**src/verilog/pmfid_defines.vh**
```
// constants for the partition/monitor feature identification registers
// assumes: included by bare name from the design files of this block
`ifndef PMFID_DEFINES_VH
`define PMFID_DEFINES_VH

// byte offsets inside one feature page (secure and non-secure alike)
`define PMFID_OFF_IDR_LO      12'h000
`define PMFID_OFF_IDR_HI      12'h004
`define PMFID_OFF_CSUMON      12'h088

// usage monitor capability register fields
`define PMFID_CSU_CAPTURE     31
`define PMFID_USAGE_COUNTER_READONLY_FLAG          30
`define PMFID_CSU_OFSR        26
`define PMFID_CSU_NUM_LSB     0

// feature register, low word
`define PMFID_IDR_NRW         31
`define PMFID_IDR_MSMON       30
`define PMFID_IDR_IMPL        29
`define PMFID_IDR_EXT         28
`define PMFID_IDR_PART_LSB    24
`define PMFID_IDR_PMG_LSB     16
`define PMFID_IDR_PARTITION_IDENTIFIER_LSB  0

// feature register, high word (bit n here is bit n+32)
`define PMFID_IDRH_RISMAX_LSB 24
`define PMFID_IDRH_ERRMSI     8
`define PMFID_IDRH_ESR        7
`define PMFID_IDRH_EXTDESR    6
`define PMFID_IDRH_NOMON      5
`define PMFID_IDRH_NOCTL      4
`define PMFID_IDRH_RIS        0

// implementation choices
`define PMFID_CFG_ARCH_EXT    1'b1
`define PMFID_CFG_EXT         1'b1
`define PMFID_CFG_RIS         1'b1
`define PMFID_CFG_HIGHEST_INSTANCE_NUMBER     4'h3
`define PMFID_CFG_ESR         1'b1
`define PMFID_CFG_ERRMSI      1'b1
`define PMFID_CFG_EXTDESR     1'b0
`define PMFID_CFG_IMPL        1'b1
`define PMFID_CFG_NRW         1'b0
`define PMFID_CFG_MSMON       1'b1
`define PMFID_CFG_CSU         1'b1
`define PMFID_CFG_PMG_NS      8'hff
`define PMFID_CFG_PARTITION_IDENTIFIER_NS   16'h003f
`define PMFID_CFG_PMG_S       8'h01
`define PMFID_CFG_PARTITION_IDENTIFIER_S    16'h000f

// per resource instance tables, entry n in bits of slot n
`define PMFID_TBL_CAPTURE     16'h000f
`define PMFID_TBL_CSURO       16'h000a
`define PMFID_TBL_OFSR        16'h0005
`define PMFID_TBL_NOMON       16'hffff
`define PMFID_TBL_NOCTL       16'hfffe
`define PMFID_TBL_PART        {16{4'hd}}
`define PMFID_TBL_NUM_NS      {16{16'h0010}}
`define PMFID_TBL_NUM_S       {16{16'h0004}}

// register port reset values
`define PMFID_RST_DATA        32'h00000000
`define PMFID_RST_ACK         1'b0

`endif

```
**src/verilog/pmfid_regs.v**
```verilog
// feature identification registers: usage monitor capabilities and
// component feature flags, seen through secure and non-secure pages
// assumes: one request per cycle at most, requester on clk_sys, selected
// instance comes from the partition select register on the same clock
//
// Summary of operation
// capture bit set only with snapshot support
// counter read-only flag: 1 read-only, 0 writable
// overflow bitmap bit only on extended architecture
// bits 15:0 report monitor instance count
// instance fields follow selected partition instance
// capability register zero unless monitors and usage
// capability register read-only at offset 0x88
// capability register readable from both pages
// secure page keeps its own differing copy
// monitor select instance field has no effect
// feature register 64 bits on extended architecture
// highest instance field, zero without selection
// error message-write flag needs error status
// error status flag reports error registers present
// wide error status forced with instance selection
// custom monitor/control absence bits 37, 36
// instance select flag bit 32 when extended
// narrowing flag reports narrowing support
// monitor presence flag bit 30
// custom feature register flag bit 29
// extended layout flag marks defined upper half
// partitioning flags in bits 27 to 24
// group and partition maxima in low bits
// writes ignored, reserved bits read zero
// all values fixed by implementation constants
`timescale 1ns/1ps
`default_nettype none
`include "pmfid_defines.vh"

module pmfid_regs (
    input  wire        clk_sys,
    input  wire        rst_b,
    input  wire        rdReq,
    input  wire        wrReq,
    input  wire        secure,
    input  wire [11:0] addr,
    input  wire [3:0]  selInstance,
    output reg  [31:0] rdData_r,
    output reg         ack_r
);

    // word compare on an aligned byte offset
    function pageHit;
        input [11:0] a;
        input [11:0] off;
        begin
            pageHit = (a[11:2] == off[11:2]);
        end
    endfunction

    reg  [31:0] rdData_nxt;
    reg         ack_nxt;

    wire        archExt;
    wire        extLayout;
    wire        hasRis;
    wire        hasEsr;
    wire        hasErrMsi;
    wire        wideEsr;
    wire        hasImpl;
    wire        hasNrw;
    wire        hasMsmon;
    wire        csuPresent;
    wire [3:0]  instSel;
    wire [3:0]  risMax;
    wire [7:0]  pmgMax;
    wire [15:0] partidMax;

    wire        tInstValid;
    wire        tCapture;
    wire        tCsuRo;
    wire        tOfsr;
    wire [15:0] tNumMon;
    wire [3:0]  tPart;
    wire        tNoMon;
    wire        tNoCtl;

    wire [31:0] csuWord;
    wire [31:0] idrLoWord;
    wire [31:0] idrHiWord;
    wire        hitCsu;
    wire        hitLo;
    wire        hitHi;

    // fixed identification values
    assign archExt   = `PMFID_CFG_ARCH_EXT;
    assign hasRis    = archExt & `PMFID_CFG_EXT & `PMFID_CFG_RIS;
    assign hasEsr    = archExt & `PMFID_CFG_EXT & `PMFID_CFG_ESR;
    assign hasImpl   = `PMFID_CFG_IMPL;
    assign hasNrw    = `PMFID_CFG_NRW;
    assign hasMsmon  = `PMFID_CFG_MSMON;

    // extended layout only on extended architecture
    assign extLayout = archExt & `PMFID_CFG_EXT;

    // message writes need error status
    assign hasErrMsi = hasEsr & `PMFID_CFG_ERRMSI;

    // wide status forced with instance selection
    assign wideEsr   = hasEsr & (`PMFID_CFG_EXTDESR | hasRis);

    // highest instance zero without selection
    assign risMax    = hasRis ? `PMFID_CFG_HIGHEST_INSTANCE_NUMBER : 4'h0;

    // usage monitoring must be indicated
    assign csuPresent = hasMsmon & `PMFID_CFG_CSU;

    // track the instance chosen by partition select
    // the monitor select instance field is not an input at all
    assign instSel = hasRis ? selInstance : 4'h0;

    // secure page carries its own maxima
    assign pmgMax    = secure ? `PMFID_CFG_PMG_S : `PMFID_CFG_PMG_NS;
    assign partidMax = secure ? `PMFID_CFG_PARTITION_IDENTIFIER_S : `PMFID_CFG_PARTITION_IDENTIFIER_NS;

    // per instance counts split by page
    pmfid_inst_table u_table (
        .instSel   (instSel),
        .secure    (secure),
        .instValid (tInstValid),
        .capture   (tCapture),
        .csuRo     (tCsuRo),
        .ofsr      (tOfsr),
        .numMon    (tNumMon),
        .partFlags (tPart),
        .noMon     (tNoMon),
        .noCtl     (tNoCtl)
    );

    // usage monitor capability word
    reg [31:0] csuBuild;
    always @* begin
        csuBuild = 32'h00000000;
        // capture with snapshot only
        csuBuild[`PMFID_CSU_CAPTURE] = tCapture;
        // counter read-only flag
        csuBuild[`PMFID_USAGE_COUNTER_READONLY_FLAG] = tCsuRo;
        // bitmap bit reserved off extended architecture
        csuBuild[`PMFID_CSU_OFSR] = tOfsr & archExt;
        // monitor instance count
        csuBuild[`PMFID_CSU_NUM_LSB +: 16] = tNumMon;
    end

    // absent register reads zero
    assign csuWord = csuPresent ? csuBuild : 32'h00000000;

    // feature register low word
    reg [31:0] loBuild;
    always @* begin
        loBuild = 32'h00000000;
        // narrowing support
        loBuild[`PMFID_IDR_NRW] = hasNrw;
        // monitor presence
        loBuild[`PMFID_IDR_MSMON] = hasMsmon;
        // custom feature register presence
        loBuild[`PMFID_IDR_IMPL] = hasImpl;
        // upper half carries defined fields
        loBuild[`PMFID_IDR_EXT] = extLayout;
        // partitioning flags per instance
        loBuild[`PMFID_IDR_PART_LSB +: 4] = tPart;
        // group and partition maxima
        loBuild[`PMFID_IDR_PMG_LSB +: 8] = pmgMax;
        loBuild[`PMFID_IDR_PARTITION_IDENTIFIER_LSB +: 16] = partidMax;
    end

    assign idrLoWord = loBuild;

    // feature register high word
    reg [31:0] hiBuild;
    always @* begin
        hiBuild = 32'h00000000;
        // highest accepted instance number
        hiBuild[`PMFID_IDRH_RISMAX_LSB +: 4] = risMax;
        // error message-write flag
        hiBuild[`PMFID_IDRH_ERRMSI] = hasErrMsi;
        // error status and control present
        hiBuild[`PMFID_IDRH_ESR] = hasEsr;
        // error status width flag
        hiBuild[`PMFID_IDRH_EXTDESR] = wideEsr;
        // custom monitor and control absence
        hiBuild[`PMFID_IDRH_NOMON] = hasImpl & tNoMon;
        hiBuild[`PMFID_IDRH_NOCTL] = hasImpl & tNoCtl;
        // instance select flag
        hiBuild[`PMFID_IDRH_RIS] = hasRis;
    end

    // upper word exists only on extended architecture
    assign idrHiWord = extLayout ? hiBuild : 32'h00000000;

    // decode at the page offsets
    // same decode for both pages
    assign hitCsu = pageHit(addr, `PMFID_OFF_CSUMON);
    assign hitLo  = pageHit(addr, `PMFID_OFF_IDR_LO);
    assign hitHi  = pageHit(addr, `PMFID_OFF_IDR_HI);

    // read mux; unmapped offsets read as zero
    always @* begin
        rdData_nxt = 32'h00000000;
        ack_nxt    = rdReq | wrReq;
        if (rdReq) begin
            if (hitCsu) begin
                rdData_nxt = csuWord;
            end else if (hitLo) begin
                rdData_nxt = idrLoWord;
            end else if (hitHi) begin
                rdData_nxt = idrHiWord;
            end
        end
        // writes only acknowledged, nothing stored
    end

    // outputs straight from flops; data holds until the next request
    always @(posedge clk_sys or negedge rst_b) begin
        if (!rst_b) begin
            rdData_r <= `PMFID_RST_DATA;
            ack_r    <= `PMFID_RST_ACK;
        end else begin
            ack_r <= ack_nxt;
            if (rdReq | wrReq) begin
                rdData_r <= rdData_nxt;
            end
        end
    end

endmodule

`default_nettype wire

```
**src/verilog/pmfid_inst_table.v**
```verilog
// per resource instance capability lookup
// assumes: instance index already forced to zero when selection is absent
`timescale 1ns/1ps
`default_nettype none
`include "pmfid_defines.vh"

module pmfid_inst_table (
    input  wire [3:0]  instSel,
    input  wire        secure,
    output wire        instValid,
    output wire        capture,
    output wire        csuRo,
    output wire        ofsr,
    output wire [15:0] numMon,
    output wire [3:0]  partFlags,
    output wire        noMon,
    output wire        noCtl
);

    wire [255:0] numNsTbl = `PMFID_TBL_NUM_NS;
    wire [255:0] numSTbl  = `PMFID_TBL_NUM_S;
    wire [63:0]  partTbl  = `PMFID_TBL_PART;
    wire [15:0]  numNsArr [0:15];
    wire [15:0]  numSArr  [0:15];
    wire [3:0]   partArr  [0:15];

    genvar g;
    generate
        for (g = 0; g < 16; g = g + 1) begin : slot
            assign numNsArr[g] = numNsTbl[g*16 +: 16];
            assign numSArr[g]  = numSTbl[g*16 +: 16];
            assign partArr[g]  = partTbl[g*4 +: 4];
        end
    endgenerate

    // instances beyond the highest number read as absent
    assign instValid = (instSel <= `PMFID_CFG_HIGHEST_INSTANCE_NUMBER);

    wire [15:0] capTbl = `PMFID_TBL_CAPTURE;
    wire [15:0] roTbl  = `PMFID_TBL_CSURO;
    wire [15:0] ofTbl  = `PMFID_TBL_OFSR;
    wire [15:0] nmTbl  = `PMFID_TBL_NOMON;
    wire [15:0] ncTbl  = `PMFID_TBL_NOCTL;

    assign capture   = instValid & capTbl[instSel];
    assign csuRo     = instValid & roTbl[instSel];
    assign ofsr      = instValid & ofTbl[instSel];
    assign noMon     = instValid & nmTbl[instSel];
    assign noCtl     = instValid & ncTbl[instSel];
    assign partFlags = instValid ? partArr[instSel] : 4'h0;
    assign numMon    = !instValid ? 16'h0000 :
                       (secure ? numSArr[instSel] : numNsArr[instSel]);

endmodule

`default_nettype wire

```
**config.mk**
```make
export PLATFORM = sky130hd
export DESIGN_NAME = pmfid_regs
export DESIGN_NICKNAME = d
export VERILOG_FILES = /design/src/verilog/pmfid_regs.v /design/src/verilog/pmfid_inst_table.v
export VERILOG_INCLUDE_DIRS = /design/src /design/src/verilog
export SDC_FILE = /design/constraint.sdc
export NUM_CORES = 1
export LEC_CHECK = 0
export BUFFER_PORTS_ARGS = -buffer_cell sky130_fd_sc_hd__clkbuf_2
export CORE_MARGIN = 4
export CORE_UTILIZATION = 42
export DETAILED_ROUTE_END_ITERATION = 8
export PLACE_DENSITY = 0.82
export SKIP_LAST_GASP = 1
export SYNTH_ARGS = -nofsm -noshare
export SYNTH_HDL_FRONTEND = slang
export SYNTH_SLANG_ARGS = --single-unit
```
**constraint.sdc**
```tcl
create_clock -name clk_sys -period 1.6 [get_ports clk_sys]
set_input_delay 0.24 -clock clk_sys [delete_from_list [all_inputs] [get_ports clk_sys]]
set_output_delay 0.24 -clock clk_sys [all_outputs]
set_load 0.1 [all_outputs]
```
==> run_results.csv <==
group,metric,value,unit
logic_synthesis,yosysWarnings,0,
die,initial_core_util,43.9,%
min_path,hold_path_class,"input pin to flop",
power_and_ir_drop,leakage,0.501,nW
cts,h-tree-depth,1,
die,rows,15,
sta,slew_headroom,62.8,%
routing,antenna_left,0,
cts,cts-root-buf,"clkbuf_4",
routing,drt_iter0_markers,5,
sta,skew,0,ns
global_route,grt-ovfl-total,0,
critical_path,end_kind,"output pin",
cts,ctsLongestPathBuffers,2,
final_layout,area_growth,23.6,%
power_and_ir_drop,powerDensity,718,nW/um^2
global_route,grt_pass1_vias,582,
global_route,grt_usage,12.5,%
sta,report.final.slew_viol_count,0,
logic_synthesis,seq_area_frac_synth,42.9,%
power_and_ir_drop,peakVddDrop,0.000298,V
cts,cts_tree,"done",
die,die_width,50.5,um
logic_synthesis,synth_top_family_by_area,"buffers and inverters",
sta,grt_setup_unrepaired,"no",
cts,cts.repair.resized,0,
placement,io_buffer_count,44,
sta,period_share,88.3,%
global_route,grt_pass1_wl,2480,um
critical_path,worst-path-buf-inv,1,
routing,avgRoutedWirePerCell,11.0,um
critical_path,crit_type,"flop to output pin",
final_layout,nFillCells,182,
die,die_y,50.5,um
logic_synthesis,synth_fa_ha_area_share,0,%
routing,drc_errors,0,
sta,worst_pin_slew,0.560,ns
logic_synthesis,ys_types,24,
cts,cts_made_buffers,3,
status,outcome,"completed",
cts,clkSinkCount,13,
critical_path,critPathMaxStageDelay,0.49,ns
final_layout,antenna_cells,0,
sta,max_freq,0.708,GHz
critical_path,critPathMaxFanout,8,
critical_path,crit_slowest_cell,"clkbuf_2",
routing,routed_wl,1550,um
critical_path,critical_path.cell_chain,"clkbuf_2",
die,ioPinCount,54,
routing,drt-vias-per-instance,4.48,
routing,first_pass_iters,2,
critical_path,cp_data_required_time,1.36,ns
final_layout,fin_area,937,um^2
sta,hold_viol,0,
job,max-cap-violations,0,
logic_synthesis,synth_cells,80,
sta,post-route-min-period,1.41,ns
global_route,grt_max_degree,14,
sta,setup-violations-final,0,
logic_synthesis,syn_avg_cell_area,9.48,um^2
die,die_area,2550,um^2
critical_path,critPathTopFamily,"buffers and inverters",
placement,gp_congestion,0.744,
final_layout,nets,138,
critical_path,worstPathArrival,1.17,ns
cts,clk_pin_slew,0.07,ns
logic_synthesis,synthMuxAreaShare,0,%
final_layout,drive_above_1_share,50.9,%
cts,insertion_delay,0.25,ns
sta,setup_tns,0,ns
placement,place_area,901,um^2
logic_synthesis,netlist_area,758,um^2
critical_path,cp-start-kind,"flop",
routing,vias,632,
logic_synthesis,synth-compound-area-share,15.7,%
die,core_area,1730,um^2
logic_synthesis,synth_seq_cells,13,
global_route,antenna_found_initial,0,
logic_synthesis,synth_simple_gate_area_share,19.6,%
logic_synthesis,synthXorXnorAreaFrac,0,%
placement,post-dp-hpwl,1320,um
sequential cells by signal (all words and copies together), names as in the netlist:
register and flops:
ack_r 1, rdData_r 12
stage by stage:
| stage | util [%] | worst slack, ns | power (mW) | std cells | hold slack (ns) |
|---|---|---|---|---|---|
| global route | 54.3 | 0.134 | 0.708 | 141 | 0.212 |
| finish | 54.3 | 0.187 | 0.673 | 141 | 0.200 |
| CTS | 54.3 | 0.175 | 0.683 | 141 | 0.195 |
| floorplan | - | 0.247 | 0.457 | 86 | -0.0556 |
| detailed placement | 52.2 | 0.109 | 0.493 | 136 | 0.148 |
| global placement | 52.2 | 0.151 | 0.490 | 136 | 0.138 |
cells in the mapped netlist (all sizes together):
library cell | instances | area share, %
nor4 | 1 | 2.8
nand3 | 1 | 0.66
nor3 | 1 | 0.66
o31ai | 1 | 1.6
nand2 | 12 | 6.3
a21oi | 2 | 1.3
o41ai | 1 | 1.2
o211ai | 1 | 0.99
and2 | 1 | 0.83
dfrtp | 13 | 43
nor4b | 1 | 3.1
o21ai | 8 | 5.3
o2bb2a | 1 | 1.3
conb | 1 | 0.49
buf | 20 | 20
or2 | 1 | 0.83
or4 | 1 | 1.5
a22o | 2 | 2.3
inv | 1 | 0.49
clkbuf | 2 | 0.99
a31oi | 2 | 1.6
nor2 | 6 | 3.0
cell type report:
class,count,area (um^2),area share [%]
Clock buffer,4,26.3,2.80
Multi-Input combinational cell,50,294,31.4
Timing Repair Buffer,48,253,27.0
Tap cell,25,31.3,3.34
Sequential cell,13,329,35.1
Inverter,1,3.75,0.401
placed cells by master (no fill, tap or decap):
| cell | synthesis | layout |
|---|---|---|
| o2bb2a_1 | 1 | 1 |
| o31ai_2 | 1 | 1 |
| nor4b_4 | 1 | 1 |
| conb_1 | 1 | 7 |
| dlygate4sd3_1 | 0 | 1 |
| o21ai_0 | 7 | 7 |
| clkbuf_4 | 0 | 3 |
| dfrtp_1 | 13 | 10 |
| dfrtp_2 | 0 | 3 |
| and2_1 | 1 | 1 |
| o211ai_1 | 1 | 1 |
| o21ai_1 | 1 | 1 |
| nand2_2 | 1 | 1 |
| or2_2 | 1 | 1 |
| inv_1 | 1 | 1 |
| nand2_1 | 11 | 11 |
| nor4_4 | 1 | 1 |
| buf_4 | 20 | 3 |
| nor2_1 | 6 | 6 |
| nor3_1 | 1 | 1 |
| nand3_1 | 1 | 1 |
| clkbuf_2 | 0 | 44 |
| or4_4 | 1 | 1 |
| o41ai_1 | 1 | 1 |
| a31oi_1 | 2 | 2 |
| clkbuf_1 | 2 | 1 |
| a21oi_1 | 2 | 2 |
| a22o_1 | 2 | 2 |
what timing repair did:
action,4_1_cts,5_1_grt
buffers inserted,0,0
endpoints found under the hold margin,13,0
hold buffers,1,0
setup endpoints to repair,0,0
where the power goes:
group / total [mW] / internal [mW] / leakage, nW / switching (mW)
logic: 0.157 / 0.0322 / 0.313 / 0.125
clock network: 0.185 / 0.0961 / 0.0150 / 0.0892
registers: 0.330 / 0.330 / 0.173 / 0.000419
total: 0.673 / 0.458 / 0.501 / 0.215
logic make-up after synthesis:
| family | Yosys count |
|---|---|
| simple gates | 25 |
| buf+inv | 23 |
| compound gates | 18 |
| flops | 13 |
| other cells | 1 |
final timing paths:
kind,startpoint,endpoint,slack (ns),depth (start not counted)
max reg2reg,rdData_r[4]$_DFFE_PN0P_,rdData_r[4]$_DFFE_PN0P_,0.79,2
min in group asynchronous,rst_b,rdData_r[24]$_DFFE_PN0P_,0.40,2
min reg2reg,rdData_r[26]$_DFFE_PN0P_,rdData_r[26]$_DFFE_PN0P_,0.48,2
min,secure,rdData_r[4]$_DFFE_PN0P_,0.20,2
max in group asynchronous,rst_b,rdData_r[29]$_DFFE_PN0P_,0.94,2
max,rdData_r[23]$_DFFE_PN0P_,rdData_r[19],0.19,1
per-layer routing:
layer | global-route usage [%] | part of all wire (%) | vias to the layer above
li1 | - | - | 318
met1 | 15.9 | 39 | 283
met2 | 22.0 | 51 | 29
met3 | 1.48 | 9.0 | 2
met4 | 4.04 | 0.58 | 0
met5 | 0 | 0 | -
No activity file was read; power rests on OpenSTA's default activity.
